===== src/rtl/djs_pkg.sv =====
// Package: constants and carriers for the start/jog/stop sequencer
package djs_pkg;
    // APB register byte offsets
    localparam logic [7:0] OFS_RUN_REF   = 8'h00;
    localparam logic [7:0] OFS_JOG_SPD1  = 8'h04;
    localparam logic [7:0] OFS_JOG_SPD2  = 8'h08;
    localparam logic [7:0] OFS_SLK_SPD1  = 8'h0C;
    localparam logic [7:0] OFS_SLK_SPD2  = 8'h10;
    localparam logic [7:0] OFS_CRAWL_SPD = 8'h14;
    localparam logic [7:0] OFS_RUN_STEP  = 8'h18;
    localparam logic [7:0] OFS_STOP_STEP = 8'h1C;
    localparam logic [7:0] OFS_JOG_STEP  = 8'h20;
    localparam logic [7:0] OFS_DROP_MS   = 8'h24;
    localparam logic [7:0] OFS_STATUS    = 8'h28;
    localparam int         NCFG          = 10;
    // Config word indexes (offset / 4)
    localparam int IX_RUN_REF   = 0;
    localparam int IX_JOG_SPD1  = 1;
    localparam int IX_JOG_SPD2  = 2;
    localparam int IX_SLK_SPD1  = 3;
    localparam int IX_SLK_SPD2  = 4;
    localparam int IX_CRAWL_SPD = 5;
    localparam int IX_RUN_STEP  = 6;
    localparam int IX_STOP_STEP = 7;
    localparam int IX_JOG_STEP  = 8;
    localparam int IX_DROP_MS   = 9;
    // Reset values, index 0 first
    localparam logic [15:0] RST_RUN_REF   = 16'h8000;
    localparam logic [15:0] RST_JOG_SPD1  = 16'h0800;
    localparam logic [15:0] RST_JOG_SPD2  = 16'h1000;
    localparam logic [15:0] RST_SLK_SPD1  = 16'h0400;
    localparam logic [15:0] RST_SLK_SPD2  = 16'h0C00;
    localparam logic [15:0] RST_CRAWL_SPD = 16'h0600;
    localparam logic [15:0] RST_RUN_STEP  = 16'h0010;
    localparam logic [15:0] RST_STOP_STEP = 16'h0010;
    localparam logic [15:0] RST_JOG_STEP  = 16'h0020;
    localparam logic [15:0] RST_DROP_MS   = 16'h03E8;
    // Status word field positions
    localparam int ST_DEMAND_LSB = 0;
    localparam int ST_CONT_BIT   = 16;
    localparam int ST_LOOPS_BIT  = 17;
    localparam int ST_STATE_LSB  = 20;
    // Ramp time base: one tick per millisecond at 40 ns
    localparam int CLK_NS  = 40;
    localparam int TICK_NS = 1000000;
    localparam int TICK_CYC = TICK_NS / CLK_NS;

    typedef enum logic [2:0] {
        ST_IDLE, ST_RUN, ST_CRAWL, ST_SLACK,
        ST_JOG, ST_JOG_DOWN, ST_HOLD, ST_STOP
    } djs_state_e;

    // Operator and plant inputs, carried together
    typedef struct packed {
        logic run;
        logic jog;
        logic start;
        logic cstop;
        logic sel;
        logic zero;
        logic alarm;
        logic supply_low;
    } djs_in_s;
endpackage


===== src/rtl/djs_sequencer.sv =====
// Start/jog/stop sequencer with ramp generator and APB registers
//
// Notes on behaviour
// - Jog high, start low: run jog speed
// - Jog released: ramp to zero, jog ramp
// - Jog speed chosen by speed select level
// - Select low speed one, high speed two
// - Start needs no alarm, cstop, run, !jog
// - Start low: ramped stop at stop ramp
// - Zero speed after stop drops contactor
// - Two jog speeds, programmable dropout delay
// - Jog rising while running: slack take-up
// - Select high, start rising: crawl speed
// - Crawl accelerates run ramp, stops stop ramp
// - Coast stop low: contactor open, no run
// - Coast stop falling: contactor drops, coast
// - Control supply low: orderly ramped shutdown
// - Run low inhibits all control loops
// - Run low while stopping drops contactor
`timescale 1ns/1ps
module djs_sequencer #(
    parameter int TICK_CYCLES = djs_pkg::TICK_CYC // Cycles per ms tick
) (
    input  wire logic        pclk,                // 25 MHz clock
    input  wire logic        presetn,             // Async reset, low
    input  wire logic        psel,                // APB select
    input  wire logic        penable,             // APB enable
    input  wire logic        pwrite,              // APB direction
    input  wire logic [7:0]  paddr,               // APB byte address
    input  wire logic [31:0] pwdata,              // APB write data
    output logic      [31:0] prdata,              // APB read data
    output logic             pready,              // APB ready
    output logic             pslverr,             // APB error
    input  wire logic        run_in,              // Run enable pin
    input  wire logic        jog_in,              // Jog pin
    input  wire logic        start_in,            // Start pin
    input  wire logic        cstop_in,            // Coast stop pin
    input  wire logic        jog_speed_select_in, // Speed select pin
    input  wire logic        zero_speed_in,       // Zero speed detect
    input  wire logic        alarm_in,            // Any alarm active
    input  wire logic        supply_low_in,       // Control supply low
    output logic             contactor_out,       // Contactor relay
    output logic             loops_enable_out,    // Control loops on
    output logic      [15:0] speed_demand_out     // Ramped demand
);
    // Pin synchroniser, two stages
    djs_pkg::djs_in_s       pin_raw;
    djs_pkg::djs_in_s       sync1_reg;
    djs_pkg::djs_in_s       sync2_reg;
    djs_pkg::djs_in_s       prev_reg;
    djs_pkg::djs_state_e    state_reg;
    djs_pkg::djs_state_e    state_next;
    logic [15:0]            cfg_reg [djs_pkg::NCFG];
    logic [15:0]            demand_reg;
    logic [15:0]            demand_next;
    logic [15:0]            hold_reg;
    logic [15:0]            hold_next;
    logic [14:0]            div_reg;
    logic                   tick_reg;
    logic                   cont_reg;
    logic                   loops_reg;
    logic [31:0]            rdata_reg;
    logic                   ready_reg;
    logic                   err_reg;

    assign pin_raw = '{run: run_in, jog: jog_in, start: start_in,
                       cstop: cstop_in, sel: jog_speed_select_in,
                       zero: zero_speed_in, alarm: alarm_in,
                       supply_low: supply_low_in};

    // First stage feeds only the second stage
    always_ff @(posedge pclk or negedge presetn) begin
        if (!presetn) begin
            sync1_reg <= '0;
            sync2_reg <= '0;
            prev_reg  <= '0;
        end else begin
            sync1_reg <= pin_raw;
            sync2_reg <= sync1_reg;
            prev_reg  <= sync2_reg;
        end
    end

    // Edge and qualification terms
    wire logic run_q    = sync2_reg.run;
    wire logic jog_q    = sync2_reg.jog;
    wire logic start_q  = sync2_reg.start;
    wire logic cstop_q  = sync2_reg.cstop;
    wire logic sel_q    = sync2_reg.sel;
    wire logic zero_q   = sync2_reg.zero;
    wire logic jog_rise = jog_q & ~prev_reg.jog;
    wire logic st_rise  = start_q & ~prev_reg.start;
    // Coast stop or run low overrides everything, no ramp
    wire logic trip     = ~cstop_q | ~run_q;
    wire logic may_go   = ~sync2_reg.alarm & cstop_q & run_q
                          & ~sync2_reg.supply_low;

    // Millisecond tick divider; ramps and delays step on it
    always_ff @(posedge pclk or negedge presetn) begin
        if (!presetn) begin
            div_reg  <= '0;
            tick_reg <= 1'b0;
        end else if (div_reg == 15'(TICK_CYCLES - 1)) begin
            div_reg  <= '0;
            tick_reg <= 1'b1;
        end else begin
            div_reg  <= div_reg + 15'h0001;
            tick_reg <= 1'b0;
        end
    end

    // Speed pair choice by select level, low picks first
    function automatic logic [15:0] pick(input logic s,
                                         input logic [15:0] a,
                                         input logic [15:0] b);
        pick = s ? b : a;
    endfunction

    wire logic [15:0] jog_spd = pick(sel_q,
        cfg_reg[djs_pkg::IX_JOG_SPD1],
        cfg_reg[djs_pkg::IX_JOG_SPD2]);
    wire logic [15:0] slk_spd = pick(sel_q,
        cfg_reg[djs_pkg::IX_SLK_SPD1],
        cfg_reg[djs_pkg::IX_SLK_SPD2]);

    // Ramp target per state
    logic [15:0] target;
    logic [15:0] step;
    always_comb begin
        target = 16'h0000;
        step   = cfg_reg[djs_pkg::IX_STOP_STEP];
        case (state_reg)
            djs_pkg::ST_RUN: begin
                target = cfg_reg[djs_pkg::IX_RUN_REF];
                step   = cfg_reg[djs_pkg::IX_RUN_STEP];
            end
            djs_pkg::ST_CRAWL: begin
                target = cfg_reg[djs_pkg::IX_CRAWL_SPD];
                step   = (demand_reg > target)
                         ? cfg_reg[djs_pkg::IX_STOP_STEP]
                         : cfg_reg[djs_pkg::IX_RUN_STEP];
            end
            djs_pkg::ST_SLACK: begin
                target = slk_spd;
                step   = cfg_reg[djs_pkg::IX_JOG_STEP];
            end
            djs_pkg::ST_JOG: begin
                target = jog_spd;
                step   = cfg_reg[djs_pkg::IX_JOG_STEP];
            end
            djs_pkg::ST_JOG_DOWN: begin
                step   = cfg_reg[djs_pkg::IX_JOG_STEP];
            end
            djs_pkg::ST_STOP: begin
                step   = cfg_reg[djs_pkg::IX_STOP_STEP];
            end
            default: begin
                target = 16'h0000;
            end
        endcase
    end

    // Ramp: move demand toward target by step per tick, no overshoot
    wire logic [16:0] up_sum = {1'b0, demand_reg} + {1'b0, step};
    wire logic [16:0] dn_dif = {1'b0, demand_reg} - {1'b0, step};
    always_comb begin
        demand_next = demand_reg;
        if (trip || state_next == djs_pkg::ST_IDLE) begin
            demand_next = 16'h0000;
        end else if (tick_reg && demand_reg < target) begin
            demand_next = (up_sum[16] || up_sum[15:0] > target)
                          ? target : up_sum[15:0];
        end else if (tick_reg && demand_reg > target) begin
            demand_next = (dn_dif[16] || dn_dif[15:0] < target)
                          ? target : dn_dif[15:0];
        end
    end

    wire logic at_zero = (demand_reg == 16'h0000) & zero_q;

    // Sequencer next state
    always_comb begin
        state_next = state_reg;
        hold_next  = hold_reg;
        case (state_reg)
            djs_pkg::ST_IDLE: begin
                if (may_go && start_q && !jog_q) begin
                    // Crawl needs a fresh start edge with select high
                    state_next = (sel_q && st_rise)
                                 ? djs_pkg::ST_CRAWL
                                 : djs_pkg::ST_RUN;
                end else if (may_go && jog_q && !start_q) begin
                    state_next = djs_pkg::ST_JOG;
                end
            end
            djs_pkg::ST_RUN: begin
                if (!start_q) begin
                    state_next = djs_pkg::ST_STOP;
                end else if (jog_rise) begin
                    state_next = djs_pkg::ST_SLACK;
                end
            end
            djs_pkg::ST_SLACK: begin
                if (!start_q) begin
                    state_next = djs_pkg::ST_STOP;
                end else if (!jog_q) begin
                    state_next = djs_pkg::ST_RUN;
                end
            end
            djs_pkg::ST_CRAWL: begin
                if (!start_q) begin
                    state_next = djs_pkg::ST_STOP;
                end
            end
            djs_pkg::ST_JOG: begin
                if (!jog_q || start_q) begin
                    state_next = djs_pkg::ST_JOG_DOWN;
                end
            end
            djs_pkg::ST_JOG_DOWN: begin
                if (jog_q && !start_q) begin
                    state_next = djs_pkg::ST_JOG;
                end else if (at_zero) begin
                    state_next = djs_pkg::ST_HOLD;
                    hold_next  = cfg_reg[djs_pkg::IX_DROP_MS];
                end
            end
            djs_pkg::ST_HOLD: begin
                if (jog_q && !start_q) begin
                    state_next = djs_pkg::ST_JOG;
                end else if (hold_reg == 16'h0000) begin
                    state_next = djs_pkg::ST_IDLE;
                end else if (tick_reg) begin
                    hold_next = hold_reg - 16'h0001;
                end
            end
            djs_pkg::ST_STOP: begin
                if (at_zero) begin
                    state_next = djs_pkg::ST_IDLE;
                end
            end
            default: begin
                state_next = djs_pkg::ST_IDLE;
            end
        endcase
        // Supply loss forces an orderly ramp down
        if (sync2_reg.supply_low && state_reg != djs_pkg::ST_IDLE
            && state_reg != djs_pkg::ST_HOLD) begin
            state_next = at_zero ? djs_pkg::ST_IDLE
                                 : djs_pkg::ST_STOP;
        end
        // Trip overrides any stop phase or hold delay at once
        if (trip) begin
            state_next = djs_pkg::ST_IDLE;
        end
    end

    // Sequencer and outputs; contactor follows next state so it
    // drops one edge after the trip is seen, far inside 100 ms
    always_ff @(posedge pclk or negedge presetn) begin
        if (!presetn) begin
            state_reg  <= djs_pkg::ST_IDLE;
            demand_reg <= '0;
            hold_reg   <= '0;
            cont_reg   <= 1'b0;
            loops_reg  <= 1'b0;
        end else begin
            state_reg  <= state_next;
            demand_reg <= demand_next;
            hold_reg   <= hold_next;
            cont_reg   <= (state_next != djs_pkg::ST_IDLE);
            loops_reg  <= (state_next != djs_pkg::ST_IDLE)
                          & ~trip;
        end
    end

    // APB decode; one wait-free access cycle after setup
    wire logic       setup   = psel & ~penable;
    wire logic       wr_ok   = psel & penable & pwrite & ready_reg;
    wire logic [5:0] idx     = paddr[7:2];
    wire logic       cfg_hit = (paddr[1:0] == 2'b00)
                               && (idx < 6'(djs_pkg::NCFG));
    wire logic       st_hit  = (paddr == djs_pkg::OFS_STATUS);
    wire logic       miss    = ~cfg_hit & ~(st_hit & ~pwrite);
    wire logic [31:0] status_w =
        (32'(demand_reg) << djs_pkg::ST_DEMAND_LSB)
        | (32'(cont_reg) << djs_pkg::ST_CONT_BIT)
        | (32'(loops_reg) << djs_pkg::ST_LOOPS_BIT)
        | (32'(state_reg) << djs_pkg::ST_STATE_LSB);
    wire logic [31:0] rd_w   = cfg_hit ? 32'(cfg_reg[idx[3:0]])
                               : st_hit ? status_w : 32'h00000000;

    // Bus answer flops
    always_ff @(posedge pclk or negedge presetn) begin
        if (!presetn) begin
            ready_reg <= 1'b0;
            err_reg   <= 1'b0;
            rdata_reg <= '0;
        end else begin
            ready_reg <= setup;
            err_reg   <= setup & miss;
            rdata_reg <= (setup & ~pwrite) ? rd_w : 32'h00000000;
        end
    end

    // Config storage; low 16 bits kept, upper bits read zero
    localparam logic [15:0] CFG_RST [djs_pkg::NCFG] = '{
        djs_pkg::RST_RUN_REF,  djs_pkg::RST_JOG_SPD1,
        djs_pkg::RST_JOG_SPD2, djs_pkg::RST_SLK_SPD1,
        djs_pkg::RST_SLK_SPD2, djs_pkg::RST_CRAWL_SPD,
        djs_pkg::RST_RUN_STEP, djs_pkg::RST_STOP_STEP,
        djs_pkg::RST_JOG_STEP, djs_pkg::RST_DROP_MS};
    for (genvar i = 0; i < djs_pkg::NCFG; i++) begin : g_cfg
        always_ff @(posedge pclk or negedge presetn) begin
            if (!presetn) begin
                cfg_reg[i] <= CFG_RST[i];
            end else if (wr_ok && cfg_hit && idx == 6'(i)) begin
                cfg_reg[i] <= pwdata[15:0];
            end
        end
    end

    assign prdata           = rdata_reg;
    assign pready           = ready_reg;
    assign pslverr          = err_reg;
    assign contactor_out    = cont_reg;
    assign loops_enable_out = loops_reg;
    assign speed_demand_out = demand_reg;
endmodule


===== config.mk =====
export PLATFORM = sky130hd
export DESIGN_NAME = djs_sequencer
export DESIGN_NICKNAME = d
export VERILOG_FILES = /design/src/rtl/djs_pkg.sv /design/src/rtl/djs_sequencer.sv
export SDC_FILE = /design/constraint.sdc
export NUM_CORES = 1
export LEC_CHECK = 0
export ABC_AREA = 1
export BUFFER_PORTS_ARGS = -buffer_cell sky130_fd_sc_hd__clkbuf_2
export CAP_MARGIN = 20
export CORE_ASPECT_RATIO = 1.25
export CORE_MARGIN = 1
export CORE_UTILIZATION = 40
export DETAILED_ROUTE_END_ITERATION = 12
export GPL_TIMING_DRIVEN = 0
export PLACE_DENSITY_LB_ADDON = 0.12
export SLEW_MARGIN = 20
export SYNTH_ARGS = -nofsm -noshare
export SYNTH_HDL_FRONTEND = slang
export SYNTH_SLANG_ARGS = --single-unit

===== constraint.sdc =====
create_clock -name pclk -period 5.4 [get_ports pclk]
set_clock_uncertainty 0.2 [all_clocks]
set_input_delay 0.27 -clock pclk [delete_from_list [all_inputs] [get_ports pclk]]
set_output_delay 0.27 -clock pclk [all_outputs]
set_load 0.05 [all_outputs]

==> out/qor.txt, run 1 <==
======================================================================================
Result of the run .......................................................    completed
Antenna diode instance count ............................................            0
Final Hold Vio Count ....................................................            0
Number of placed instances, taps included ...............................        2,975
Endpoint with the worst hold slack ...................................... cfg_reg[111]$_DFFE_PN0P_
Wire per inst ...........................................................      22.5 um
Number of optimization iterations in the first detailed-route pass ......            9
Post-layout util ........................................................        0.497
IO Port Bufs ............................................................           77
Number of instances in the synthesized netlist ..........................        2,333
Placed cell areas ....................................................... 17,900 sq um
Yosys cell types ........................................................           47
Antenna violation net count after detailed routing ......................            0
Crit Path Class .........................................................      reg2reg
Critical-path top delay cell ............................................ sky130_fd_sc_hd__dfrtp_1
First-pass GRT wire length ..............................................       103 mm
# DRC ...................................................................            0
Most used cells in the layout excluding fill and tap cells .............. 560 x sky130_fd_sc_hd__nand2_1, 253 x sky130_fd_sc_hd__o21ai_0, 238 x sky130_fd_sc_hd__inv_1, 221 x sky130_fd_sc_hd__dfrtp_1, 204 x sky130_fd_sc_hd__nor2_1
Post-synthesis instance area ............................................ 16,700 sq um
Total of endpoints with negative setup slack in the final report ........            0
Initial antenna violation count .........................................            1
Number of standard-cell rows in the floorplan ...........................           83
Smallest hold slack .....................................................    0.0301 ns
Leading cell type in the layout, fill and taps excluded ................. sky130_fd_sc_hd__nand2_1
Maximum number of pins on one net before global-route repair ............           88
Total power per unit cell area ..........................................  269 nW/um^2
Number of cells traversed by the worst register-to-register path ........           37
Synthesized flop and latch total ........................................          254
Ratio of cells with drive above 1 in the final layout ...................        0.169
Kind of capture point of the worst setup path ...........................     register
Aggregate routed wire length ............................................      70.0 mm
Syn avg cell area .......................................................   7.16 sq um
Detailed-routing wirelength on met1 .....................................      27.8 mm
Signed area change from the synthesized netlist to the final layout .....        22.4%
Half-perimeter wire length after placement ..............................      53.5 mm
WL met2 .................................................................      33.3 mm
Initial standard-cell utilization of the core ...........................        0.406
Number of top-level pins ................................................          105
Worst path most repeated cell ........................................... sky130_fd_sc_hd__nand2_1
Least-Margin Pin Slew ...................................................      1.17 ns
Final critical delay including setup and external delays ................      5.28 ns
Biggest fanout along the worst timing path ..............................            9
Max H-tree Level ........................................................            1
Inserted Clock Buffers ..................................................           29
Number of stages on the worst hold path .................................            5
Cell at the root of the clock tree ...................................... sky130_fd_sc_hd__clkbuf_16
TNS Setup ...............................................................         0 ns
CTS tree ................................................................         done
Weighted congestion reported at the end of routability-driven placement .         1.01
Hold path start .........................................................     paddr[6]
Vertical die dimension ..................................................       231 um
Post-route fraction of the period consumed by the critical path .........        0.977
Required @ worst endpoint ...............................................      5.65 ns
Nature of the critical path startpoint ..................................     register
Min-Delay Path Class ....................................................       in2reg
Number of cells in the finished layout apart from fillers ...............        3,111
Worst reg-to-reg setup slack ............................................      0.12 ns
Total number of clock tree sinks ........................................          254
Highest routed layer ....................................................         met4
Worst vdd ir ............................................................       235 uV
Area of the core ........................................................ 41,100 sq um
Fraction of the yosys area taken by sequential cells ....................        0.382
Most frequently used flop master after synthesis ........................ sky130_fd_sc_hd__dfrtp_1
Worst flop-to-flop path startpoint ...................................... cfg_reg[78]$_DFFE_PN0P_
Synthesis warning total .................................................            0
Total Nets Final ........................................................        2,693
DR vias .................................................................       17,300
Gr ovfl total ...........................................................            0
Number of buffers between clock root and the deepest sink ...............            3
Via density .............................................................         5.55
Max reg flops ...........................................................          160
Maximum clock frequency .................................................      189 MHz
Drt initial violations ..................................................        1,520
Die extent in x .........................................................       185 um
GRT Total Usage .........................................................        0.329
Maximum cell stage delay along the critical path ........................      0.35 ns
Async SR Flop Fraction ..................................................         1.00
Worst slew margin .......................................................        0.213
Final-report max-slew violation count ...................................            0
Max-capacitance violation count .........................................            0
Non-Filler Cell Area, Final ............................................. 20,400 sq um
CP arrival ..............................................................      5.53 ns
Leak ....................................................................      9.85 nW
Vias in the first global route ..........................................       16,300
Met3 wirelength from detailed routing ...................................      4.58 mm
Area of the die ......................................................... 42,600 sq um
Clock insertion delay at the later pin of the skew report ...............      0.58 ns
RR Endpoint ............................................................. speed_demand_out[11]$_DFFE_PN0P_
Clock slew at reported path FFs .........................................      0.07 ns
Number of enable flip-flop cells after synthesis ........................            0
======================================================================================
## routing by layer
metal,global-route usage,up-vias
met2,0.545,725
met1,0.414,8222
met3,0.0440,153
met4,0.178,0
met5,0,-
li1,-,8151
## synthesized netlist by cell type, types with 7 or more instances
master                     number  area [sq um]
sky130_fd_sc_hd__a22oi_1       12          90.1
sky130_fd_sc_hd__nor2_1       214           803
sky130_fd_sc_hd__dfstp_2       17           447
sky130_fd_sc_hd__dfrtp_1      237          5930
sky130_fd_sc_hd__o22ai_1       69           432
sky130_fd_sc_hd__xor2_1        18           158
sky130_fd_sc_hd__a21oi_1       98           490
sky130_fd_sc_hd__a221oi_1      16           140
sky130_fd_sc_hd__nand4_1       38           238
sky130_fd_sc_hd__nand2_1      599          2250
sky130_fd_sc_hd__inv_2         10          37.5
sky130_fd_sc_hd__nand3b_1      17           128
sky130_fd_sc_hd__nand3_1      134           671
sky130_fd_sc_hd__o211ai_1      17           128
sky130_fd_sc_hd__ha_1         102          1280
sky130_fd_sc_hd__inv_1        253           950
sky130_fd_sc_hd__o21bai_1       7          52.6
sky130_fd_sc_hd__a31oi_1       18           113
sky130_fd_sc_hd__buf_2         21           105
sky130_fd_sc_hd__o21ai_1       11          55.1
sky130_fd_sc_hd__o21ai_0      258          1290
sky130_fd_sc_hd__buf_4         13          97.6
sky130_fd_sc_hd__clkbuf_1      68           255
sky130_fd_sc_hd__nor3_1        35           175
## area by class of cell
type	count	area, sq um
Clock buffer	40	797
Timing Repair Buffer	162	1200
Inverter	266	1010
Multi-Input combinational cell	1714	9610
Buffer	109	564
Tap cell	552	691
Sequential cell	254	6400
Clock inverter	14	171
Fill cell	4176	20700
## critical path, delay by kind of cell (launching register included)
family | cells | cell delay [ns]
AOI/OAI and AO/OA | 5 | 0.73
adders and majority gates | 3 | 0.81
buffers and inverters | 9 | 1.15
DFF | 1 | 0.35
and+or+nand+nor | 20 | 1.91
## what timing repair did
action / in CTS / in global routing
pin swaps: 15 / 49
endpoints found under the setup margin: 16 / 16
setup buffers: 34 / 32
cloned: 1 / 2
endpoints found under the hold margin: 194 / 0
gates resized for setup: 85 / 141
hold buffers: 13 / 0
## stage by stage
| step | power, mW | worst slack (ns) |
|---|---|---|
| after CTS | 5.32 | 0.00581 |
| after global placement | 3.09 | -1.95 |
| final | 5.50 | 0.122 |
| after floorplan | 2.68 | 0.132 |
| after global routing | 5.71 | -0.0549 |
| after detailed placement | 3.11 | -2.05 |
## cell families after synthesis
logic type               share of synthesized area
AND/OR/NAND/NOR                              0.267
AO/OA/AOI/OAI                                0.171
buffers and inverters                       0.0892
multiplexers                               0.00180
flip-flops                                   0.382
adder cells (fa/ha/maj)                     0.0788
XOR/XNOR                                   0.00996
other                                     0.000224
## power breakdown
part           leakage (nW)  total [mW]  internal, mW  switching [mW]
clock network         0.465        2.03          1.18           0.850
registers              3.40        1.92          1.92         0.00837
logic                  5.98        1.54         0.551           0.991
## worst max-delay path by stage
stage / from / cells after the start / to / slack, ns
global placement: speed_demand_out[15]$_DFFE_PN0P_ / 36 / speed_demand_out[9]$_DFFE_PN0P_ / -1.95
detailed placement: speed_demand_out[15]$_DFFE_PN0P_ / 36 / speed_demand_out[9]$_DFFE_PN0P_ / -2.05
global route: cfg_reg[78]$_DFFE_PN0P_ / 33 / speed_demand_out[11]$_DFFE_PN0P_ / -0.05
finish: cfg_reg[78]$_DFFE_PN0P_ / 37 / speed_demand_out[11]$_DFFE_PN0P_ / 0.12
CTS: speed_demand_out[1]$_DFFE_PN0P_ / 37 / speed_demand_out[11]$_DFFE_PN0P_ / 0.006
floorplan: speed_demand_out[15]$_DFFE_PN0P_ / 36 / speed_demand_out[12]$_DFFE_PN0P_ / 0.13
(Power assumes the default switching activity.)
==> run 2, diff against run 1 <==
CELL_PAD_IN_SITES_DETAIL_PLACEMENT = 1   (was default)
CELL_PAD_IN_SITES_GLOBAL_PLACEMENT = 1   (was default)
==> out/qor.txt, run 2 (synthesized netlist as in run 1, its figures left out) <==
======================================================================================
Least-Margin Pin Slew ...................................................      1.32 ns   +0.153 ns
Worst vdd ir ............................................................       254 uV   +8.3%
Total power per unit cell area ..........................................  276 nW/um^2   +2.5%
Half-perimeter wire length after placement ..............................      56.6 mm   +5.8%
DR vias .................................................................       17,800   +3.4%
Maximum number of pins on one net before global-route repair ............           88   unchanged
Min-Delay Path Class ....................................................       in2reg
Inserted Clock Buffers ..................................................           29   unchanged
Signed area change from the synthesized netlist to the final layout .....        25.0%
Drt initial violations ..................................................        1,278   -16%
Aggregate routed wire length ............................................      75.2 mm   +7.5%
GRT Total Usage .........................................................        0.353   +0.0240
Cell at the root of the clock tree ...................................... sky130_fd_sc_hd__clkbuf_16
Nature of the critical path startpoint ..................................     register
Placed cell areas ....................................................... 17,900 sq um   about the same
Critical-path top delay cell ............................................ sky130_fd_sc_hd__dfrtp_2
Weighted congestion reported at the end of routability-driven placement .        0.984   -2.2%
Max-capacitance violation count .........................................            0   unchanged
Number of buffers between clock root and the deepest sink ...............            3   unchanged
Gr ovfl total ...........................................................            0   unchanged
Final critical delay including setup and external delays ................      5.26 ns   -0.0221 ns
Clock insertion delay at the later pin of the skew report ...............      0.58 ns   about the same
Leading cell type in the layout, fill and taps excluded ................. sky130_fd_sc_hd__nand2_1
Post-route fraction of the period consumed by the critical path .........        0.973   -0.00409
Antenna diode instance count ............................................            0   unchanged
Kind of capture point of the worst setup path ...........................     register
Most used cells in the layout excluding fill and tap cells .............. 553 x sky130_fd_sc_hd__nand2_1, 251 x sky130_fd_sc_hd__o21ai_0, 239 x sky130_fd_sc_hd__inv_1, 221 x sky130_fd_sc_hd__dfrtp_1, 194 x sky130_fd_sc_hd__nor2_1
Via density .............................................................         5.73   +3.3%
Clock slew at reported path FFs .........................................      0.06 ns   about the same
Number of optimization iterations in the first detailed-route pass ......            5   -4
Total of endpoints with negative setup slack in the final report ........            0   unchanged
# DRC ...................................................................            0   unchanged
Smallest hold slack .....................................................    0.0279 ns   -0.00220 ns
Maximum cell stage delay along the critical path ........................      0.45 ns   +0.10 ns
Total Nets Final ........................................................        2,696   +0.11%
IO Port Bufs ............................................................           77   unchanged
Total number of clock tree sinks ........................................          254   unchanged
CP arrival ..............................................................      5.52 ns   about the same
Antenna violation net count after detailed routing ......................            0   unchanged
Leak ....................................................................      10.0 nW   +1.5%
Required @ worst endpoint ...............................................      5.67 ns   +0.02 ns
Vertical die dimension ..................................................       231 um   unchanged
Area of the core ........................................................ 41,100 sq um   unchanged
Number of standard-cell rows in the floorplan ...........................           83   unchanged
Ratio of cells with drive above 1 in the final layout ...................        0.185   +0.0162
CTS tree ................................................................         done
Initial standard-cell utilization of the core ...........................        0.406   unchanged
Vias in the first global route ..........................................       18,200   +12%
Initial antenna violation count .........................................            0   -1
Die extent in x .........................................................       185 um   unchanged
Number of top-level pins ................................................          105   unchanged
Max reg flops ...........................................................          160   unchanged
Worst path most repeated cell ........................................... sky130_fd_sc_hd__nand2_1
Final Hold Vio Count ....................................................            0   unchanged
Final-report max-slew violation count ...................................            0   unchanged
Maximum clock frequency .................................................      190 MHz   +0.42%
Fill cell instance count of the final layout ............................        5,229   +25%
Worst slew margin .......................................................        0.111   -0.103
Area of the die ......................................................... 42,600 sq um   unchanged
Result of the run .......................................................    completed
Crit Path Class .........................................................      reg2reg
Non-Filler Cell Area, Final ............................................. 20,900 sq um   +2.1%
Max H-tree Level ........................................................            1   unchanged
Wire per inst ...........................................................      24.2 um   +7.4%
Biggest fanout along the worst timing path ..............................            8   -1
First-pass GRT wire length ..............................................       112 mm   +8.0%
======================================================================================
run 2: layout make-up:
type | instances | area [sq um] | area share
Inverter | 266 | 1000 | 0.0480
Clock inverter | 15 | 213 | 0.0102
Multi-Input combinational cell | 1714 | 9940 | 0.476
Timing Repair Buffer | 165 | 1200 | 0.0576
Tap cell | 552 | 691 | 0.0331
Sequential cell | 254 | 6400 | 0.307
Clock buffer | 39 | 843 | 0.0404
Buffer | 109 | 587 | 0.0281
run 2: what timing repair did:
action	in CTS	in global routing
buffers inserted	37	27
resized for setup	120	172
endpoints found under the hold margin	122	0
endpoints found under the setup margin	16	16
hold buffers	18	0
gates cloned	2	1
pin swaps	21	47
run 2: critical path, delay by kind of cell (launching register included):
family,cells,cell delay (ns)
flops,1,0.45
fa+ha+maj,3,0.79
compound gates,2,0.43
simple gates,21,2.34
buf+inv,7,0.91
run 2: through the flow:
stage	cells	setup TNS [ns]	utilization	worst slack (ns)	total power, mW
4_1_cts	3086	-0.0000648	0.482	-0.0000648	5.50
2_1_floorplan	2343	0	-	0.132	2.68
3_3_place_gp	2972	-368.27	0.433	-1.89	3.11
5_1_grt	3114	-0.673	0.508	-0.0911	5.96
6_report	3114	0	0.508	0.145	5.76
3_5_place_dp	2975	-30.49	0.436	-2.01	3.16
run 2: worst paths after layout:
path	startpoint	to	slack (ns)	cells past startpoint
setup / recovery	speed_demand_out[15]$_DFFE_PN0P_	speed_demand_out[8]$_DFFE_PN0P_	0.14	33
hold / removal	pwdata[0]	cfg_reg[128]$_DFFE_PN0P_	0.03	3
setup reg to reg	speed_demand_out[15]$_DFFE_PN0P_	speed_demand_out[8]$_DFFE_PN0P_	0.14	33
hold reg to reg	sync1_reg[6]$_DFF_PN0_	jog_q$_DFF_PN0_	0.14	0
max in group asynchronous	presetn	cfg_reg[91]$_DFFE_PN1P_	3.44	5
min in group asynchronous	presetn	sync1_reg[0]$_DFF_PN0_	0.47	3
run 2: where the power goes:
group | internal [mW] | switching [mW]
logic | 0.559 | 1.07
registers | 1.92 | 0.00874
clock network | 1.33 | 0.872
run 2: routing by layer:
layer  part of all wire  vias to the layer above  GRT usage
li1                   -                     8142          -
met1               0.39                     8906      0.424
met2               0.47                      590      0.581
met3              0.050                      199     0.0407
met4              0.085                        0      0.260
met5                  0                        -          0
==> run 3, diff against run 2 <==
SETUP_SLACK_MARGIN = 0.4   (was default)
==> out/qor.txt, run 3 (synthesized netlist as in run 1, its figures left out) <==
======================================================================================
Antenna diode instance count ............................................            0   unchanged
Leak ....................................................................      9.92 nW   -0.78%
Total Nets Final ........................................................        2,687   -0.33%
Placed cell areas ....................................................... 18,000 sq um   +0.27%
Vertical die dimension ..................................................       231 um   unchanged
Half-perimeter wire length after placement ..............................      58.3 mm   +3.0%
DR vias .................................................................       17,800   -0.078%
Clock insertion delay at the later pin of the skew report ...............      0.57 ns   about the same
Biggest fanout along the worst timing path ..............................            6   -2
Number of optimization iterations in the first detailed-route pass ......            5   unchanged
Busiest layer in global routing .........................................         met2
Max-capacitance violation count .........................................            0   unchanged
Met2 layer usage reported by global route ...............................        0.608   +0.0267
Initial antenna violation count .........................................            1   +1
Clock slew at reported path FFs .........................................      0.07 ns   about the same
Worst slew margin .......................................................        0.238   +0.128
Total of endpoints with negative setup slack in the final report ........           16   +16
Min-Delay Path Class ....................................................       in2reg
Most used cells in the layout excluding fill and tap cells .............. 539 x sky130_fd_sc_hd__nand2_1, 255 x sky130_fd_sc_hd__o21ai_0, 240 x sky130_fd_sc_hd__inv_1, 221 x sky130_fd_sc_hd__dfrtp_1, 196 x sky130_fd_sc_hd__nor2_1
Failing checks .......................................................... negative setup slack
Nature of the critical path startpoint ..................................     register
Post-route fraction of the period consumed by the critical path .........         1.03   +0.0568
Smallest hold slack .....................................................   0.00675 ns   -0.0211 ns
Gr ovfl total ...........................................................            0   unchanged
Critical-path top delay cell ............................................ sky130_fd_sc_hd__dfrtp_4
Weighted congestion reported at the end of routability-driven placement .         1.05   +7.3%
Inserted Clock Buffers ..................................................           28   -3.4%
Maximum clock frequency .................................................      180 MHz   -5.5%
Least-Margin Pin Slew ...................................................      1.14 ns   -0.182 ns
Required @ worst endpoint ...............................................      5.64 ns   -0.03 ns
Total power per unit cell area ..........................................  261 nW/um^2   -5.5%
Overall power consumption ...............................................      5.42 mW   -5.9%
RSZ-0062 raised after global routing ....................................         true
CP arrival ..............................................................      5.81 ns   +0.29 ns
Max H-tree Level ........................................................            1   unchanged
Kind of capture point of the worst setup path ...........................     register
Worst path most repeated cell ........................................... sky130_fd_sc_hd__nand2_4
Antenna violation net count after detailed routing ......................            0   unchanged
Crit Path Class .........................................................      reg2reg
Final-report max-slew violation count ...................................            0   unchanged
Leading cell type in the layout, fill and taps excluded ................. sky130_fd_sc_hd__nand2_1
Final Hold Vio Count ....................................................            0   unchanged
Number of standard-cell rows in the floorplan ...........................           83   unchanged
Die extent in x .........................................................       185 um   unchanged
Number of top-level pins ................................................          105   unchanged
Maximum cell stage delay along the critical path ........................      0.50 ns   +0.05 ns
GRT Total Usage .........................................................        0.360   +0.00706
First-pass GRT wire length ..............................................       113 mm   +1.3%
M1 GR Usage .............................................................        0.423   -0.000962
Number of cells traversed by the worst register-to-register path ........           37   +12%
Number of buffers between clock root and the deepest sink ...............            3   unchanged
CTS tree ................................................................         done
IO Port Bufs ............................................................           77   unchanged
Max reg flops ...........................................................          160   unchanged
Via density .............................................................         5.74   +0.24%
Aggregate routed wire length ............................................      76.6 mm   +1.9%
Total number of clock tree sinks ........................................          254   unchanged
Vias in the first global route ..........................................       18,300   +0.30%
Result of the run ....................................................... finished, violations left
Worst-case setup margin in the final layout .............................    -0.162 ns   -0.307 ns
Signed area change from the synthesized netlist to the final layout .....        24.3%
Maximum number of pins on one net before global-route repair ............           80   -9.1%
Non-Filler Cell Area, Final ............................................. 20,800 sq um   -0.51%
Number of stages on the worst hold path .................................            5   +2
Pre-CTS WS ..............................................................     -1.92 ns   +0.0882 ns
Initial standard-cell utilization of the core ...........................        0.406   unchanged
Wire per inst ...........................................................      24.7 um   +2.2%
# DRC ...................................................................            0   unchanged
Drt initial violations ..................................................        1,160   -9.2%
Area of the core ........................................................ 41,100 sq um   unchanged
Area of the die ......................................................... 42,600 sq um   unchanged
Cell at the root of the clock tree ...................................... sky130_fd_sc_hd__clkbuf_16
Ratio of cells with drive above 1 in the final layout ...................        0.187   +0.00190
Worst vdd ir ............................................................       170 uV   -33%
Final critical delay including setup and external delays ................      5.56 ns   +0.307 ns
Global Route met3 Usage .................................................       0.0489   +0.00820
======================================================================================
## run 3: cell types whose count changed in the layout (fill, tap and decap cells not counted), moves of 8 or more
cell,change
sky130_fd_sc_hd__nand2_1,-14
sky130_fd_sc_hd__nand3_2,+12
sky130_fd_sc_hd__nand2_4,+8
sky130_fd_sc_hd__nand3_1,-15
sky130_fd_sc_hd__a21oi_2,-10
sky130_fd_sc_hd__buf_4,-11
## run 3: path summary, 6_finish.rpt
kind                                                  start                               end  slack (ns)
setup / recovery           speed_demand_out[15]$_DFFE_PN0P_  speed_demand_out[12]$_DFFE_PN0P_       -0.16
hold / removal                                     paddr[0]               prdata[1]$_DFF_PN0_       0.007
setup reg to reg           speed_demand_out[15]$_DFFE_PN0P_  speed_demand_out[12]$_DFFE_PN0P_       -0.16
hold reg to reg                      sync1_reg[7]$_DFF_PN0_                   run_q$_DFF_PN0_        0.15
max in group asynchronous                           presetn           hold_reg[5]$_DFFE_PN0P_        3.50
min in group asynchronous                           presetn             div_reg[11]$_DFF_PN0_        0.53
## run 3: layout make-up
cell class	instances	area, sq um
plain buffers	109	613
fillers	5198	20400
inverters	266	1000
flip-flops and latches	254	6400
well taps	552	691
repair buffers	157	1140
clock inverters	10	65.1
multi-input cells	1714	10000
clock buffers	42	815
## run 3: what timing repair did
action                     CTS  global route
pin swaps                   59            48
setup buffers               46            13
resized for setup          186           112
hold buffers                14             0
gates cloned                 3             1
hold endpoints to repair   251             0
setup endpoints to repair   16            16
## run 3: worst max-delay path, delay by kind of cell (launching register included)
kind	cells	cell delay (ns)
AO/OA/AOI/OAI	2	0.30
adder cells (fa/ha/maj)	3	0.95
buffers and inverters	8	0.90
flip-flops	1	0.50
AND/OR/NAND/NOR	24	2.56
## run 3: where the power goes
part           leakage (nW)  switching (mW)  internal (mW)
clock                 0.413           0.830           1.04
combinational          6.11            1.10          0.521
sequential             3.40         0.00903           1.92
total                  9.92            1.94           3.48
## run 3: layer usage
| metal | share of wire | up-vias |
|---|---|---|
| li1 | - | 8141 |
| met1 | 0.39 | 8853 |
| met2 | 0.48 | 585 |
| met3 | 0.051 | 244 |
| met4 | 0.083 | 0 |
| met5 | 0 | - |
## run 3: metrics by stage
step	utilization	TNS [ns]	instances
after floorplan	-	0	2343
after global placement	0.435	-378.82	2972
after detailed placement	0.437	-29.19	2975
after CTS	0.488	0	3090
after global routing	0.505	-4.26	3104
final	0.505	-1.75	3104
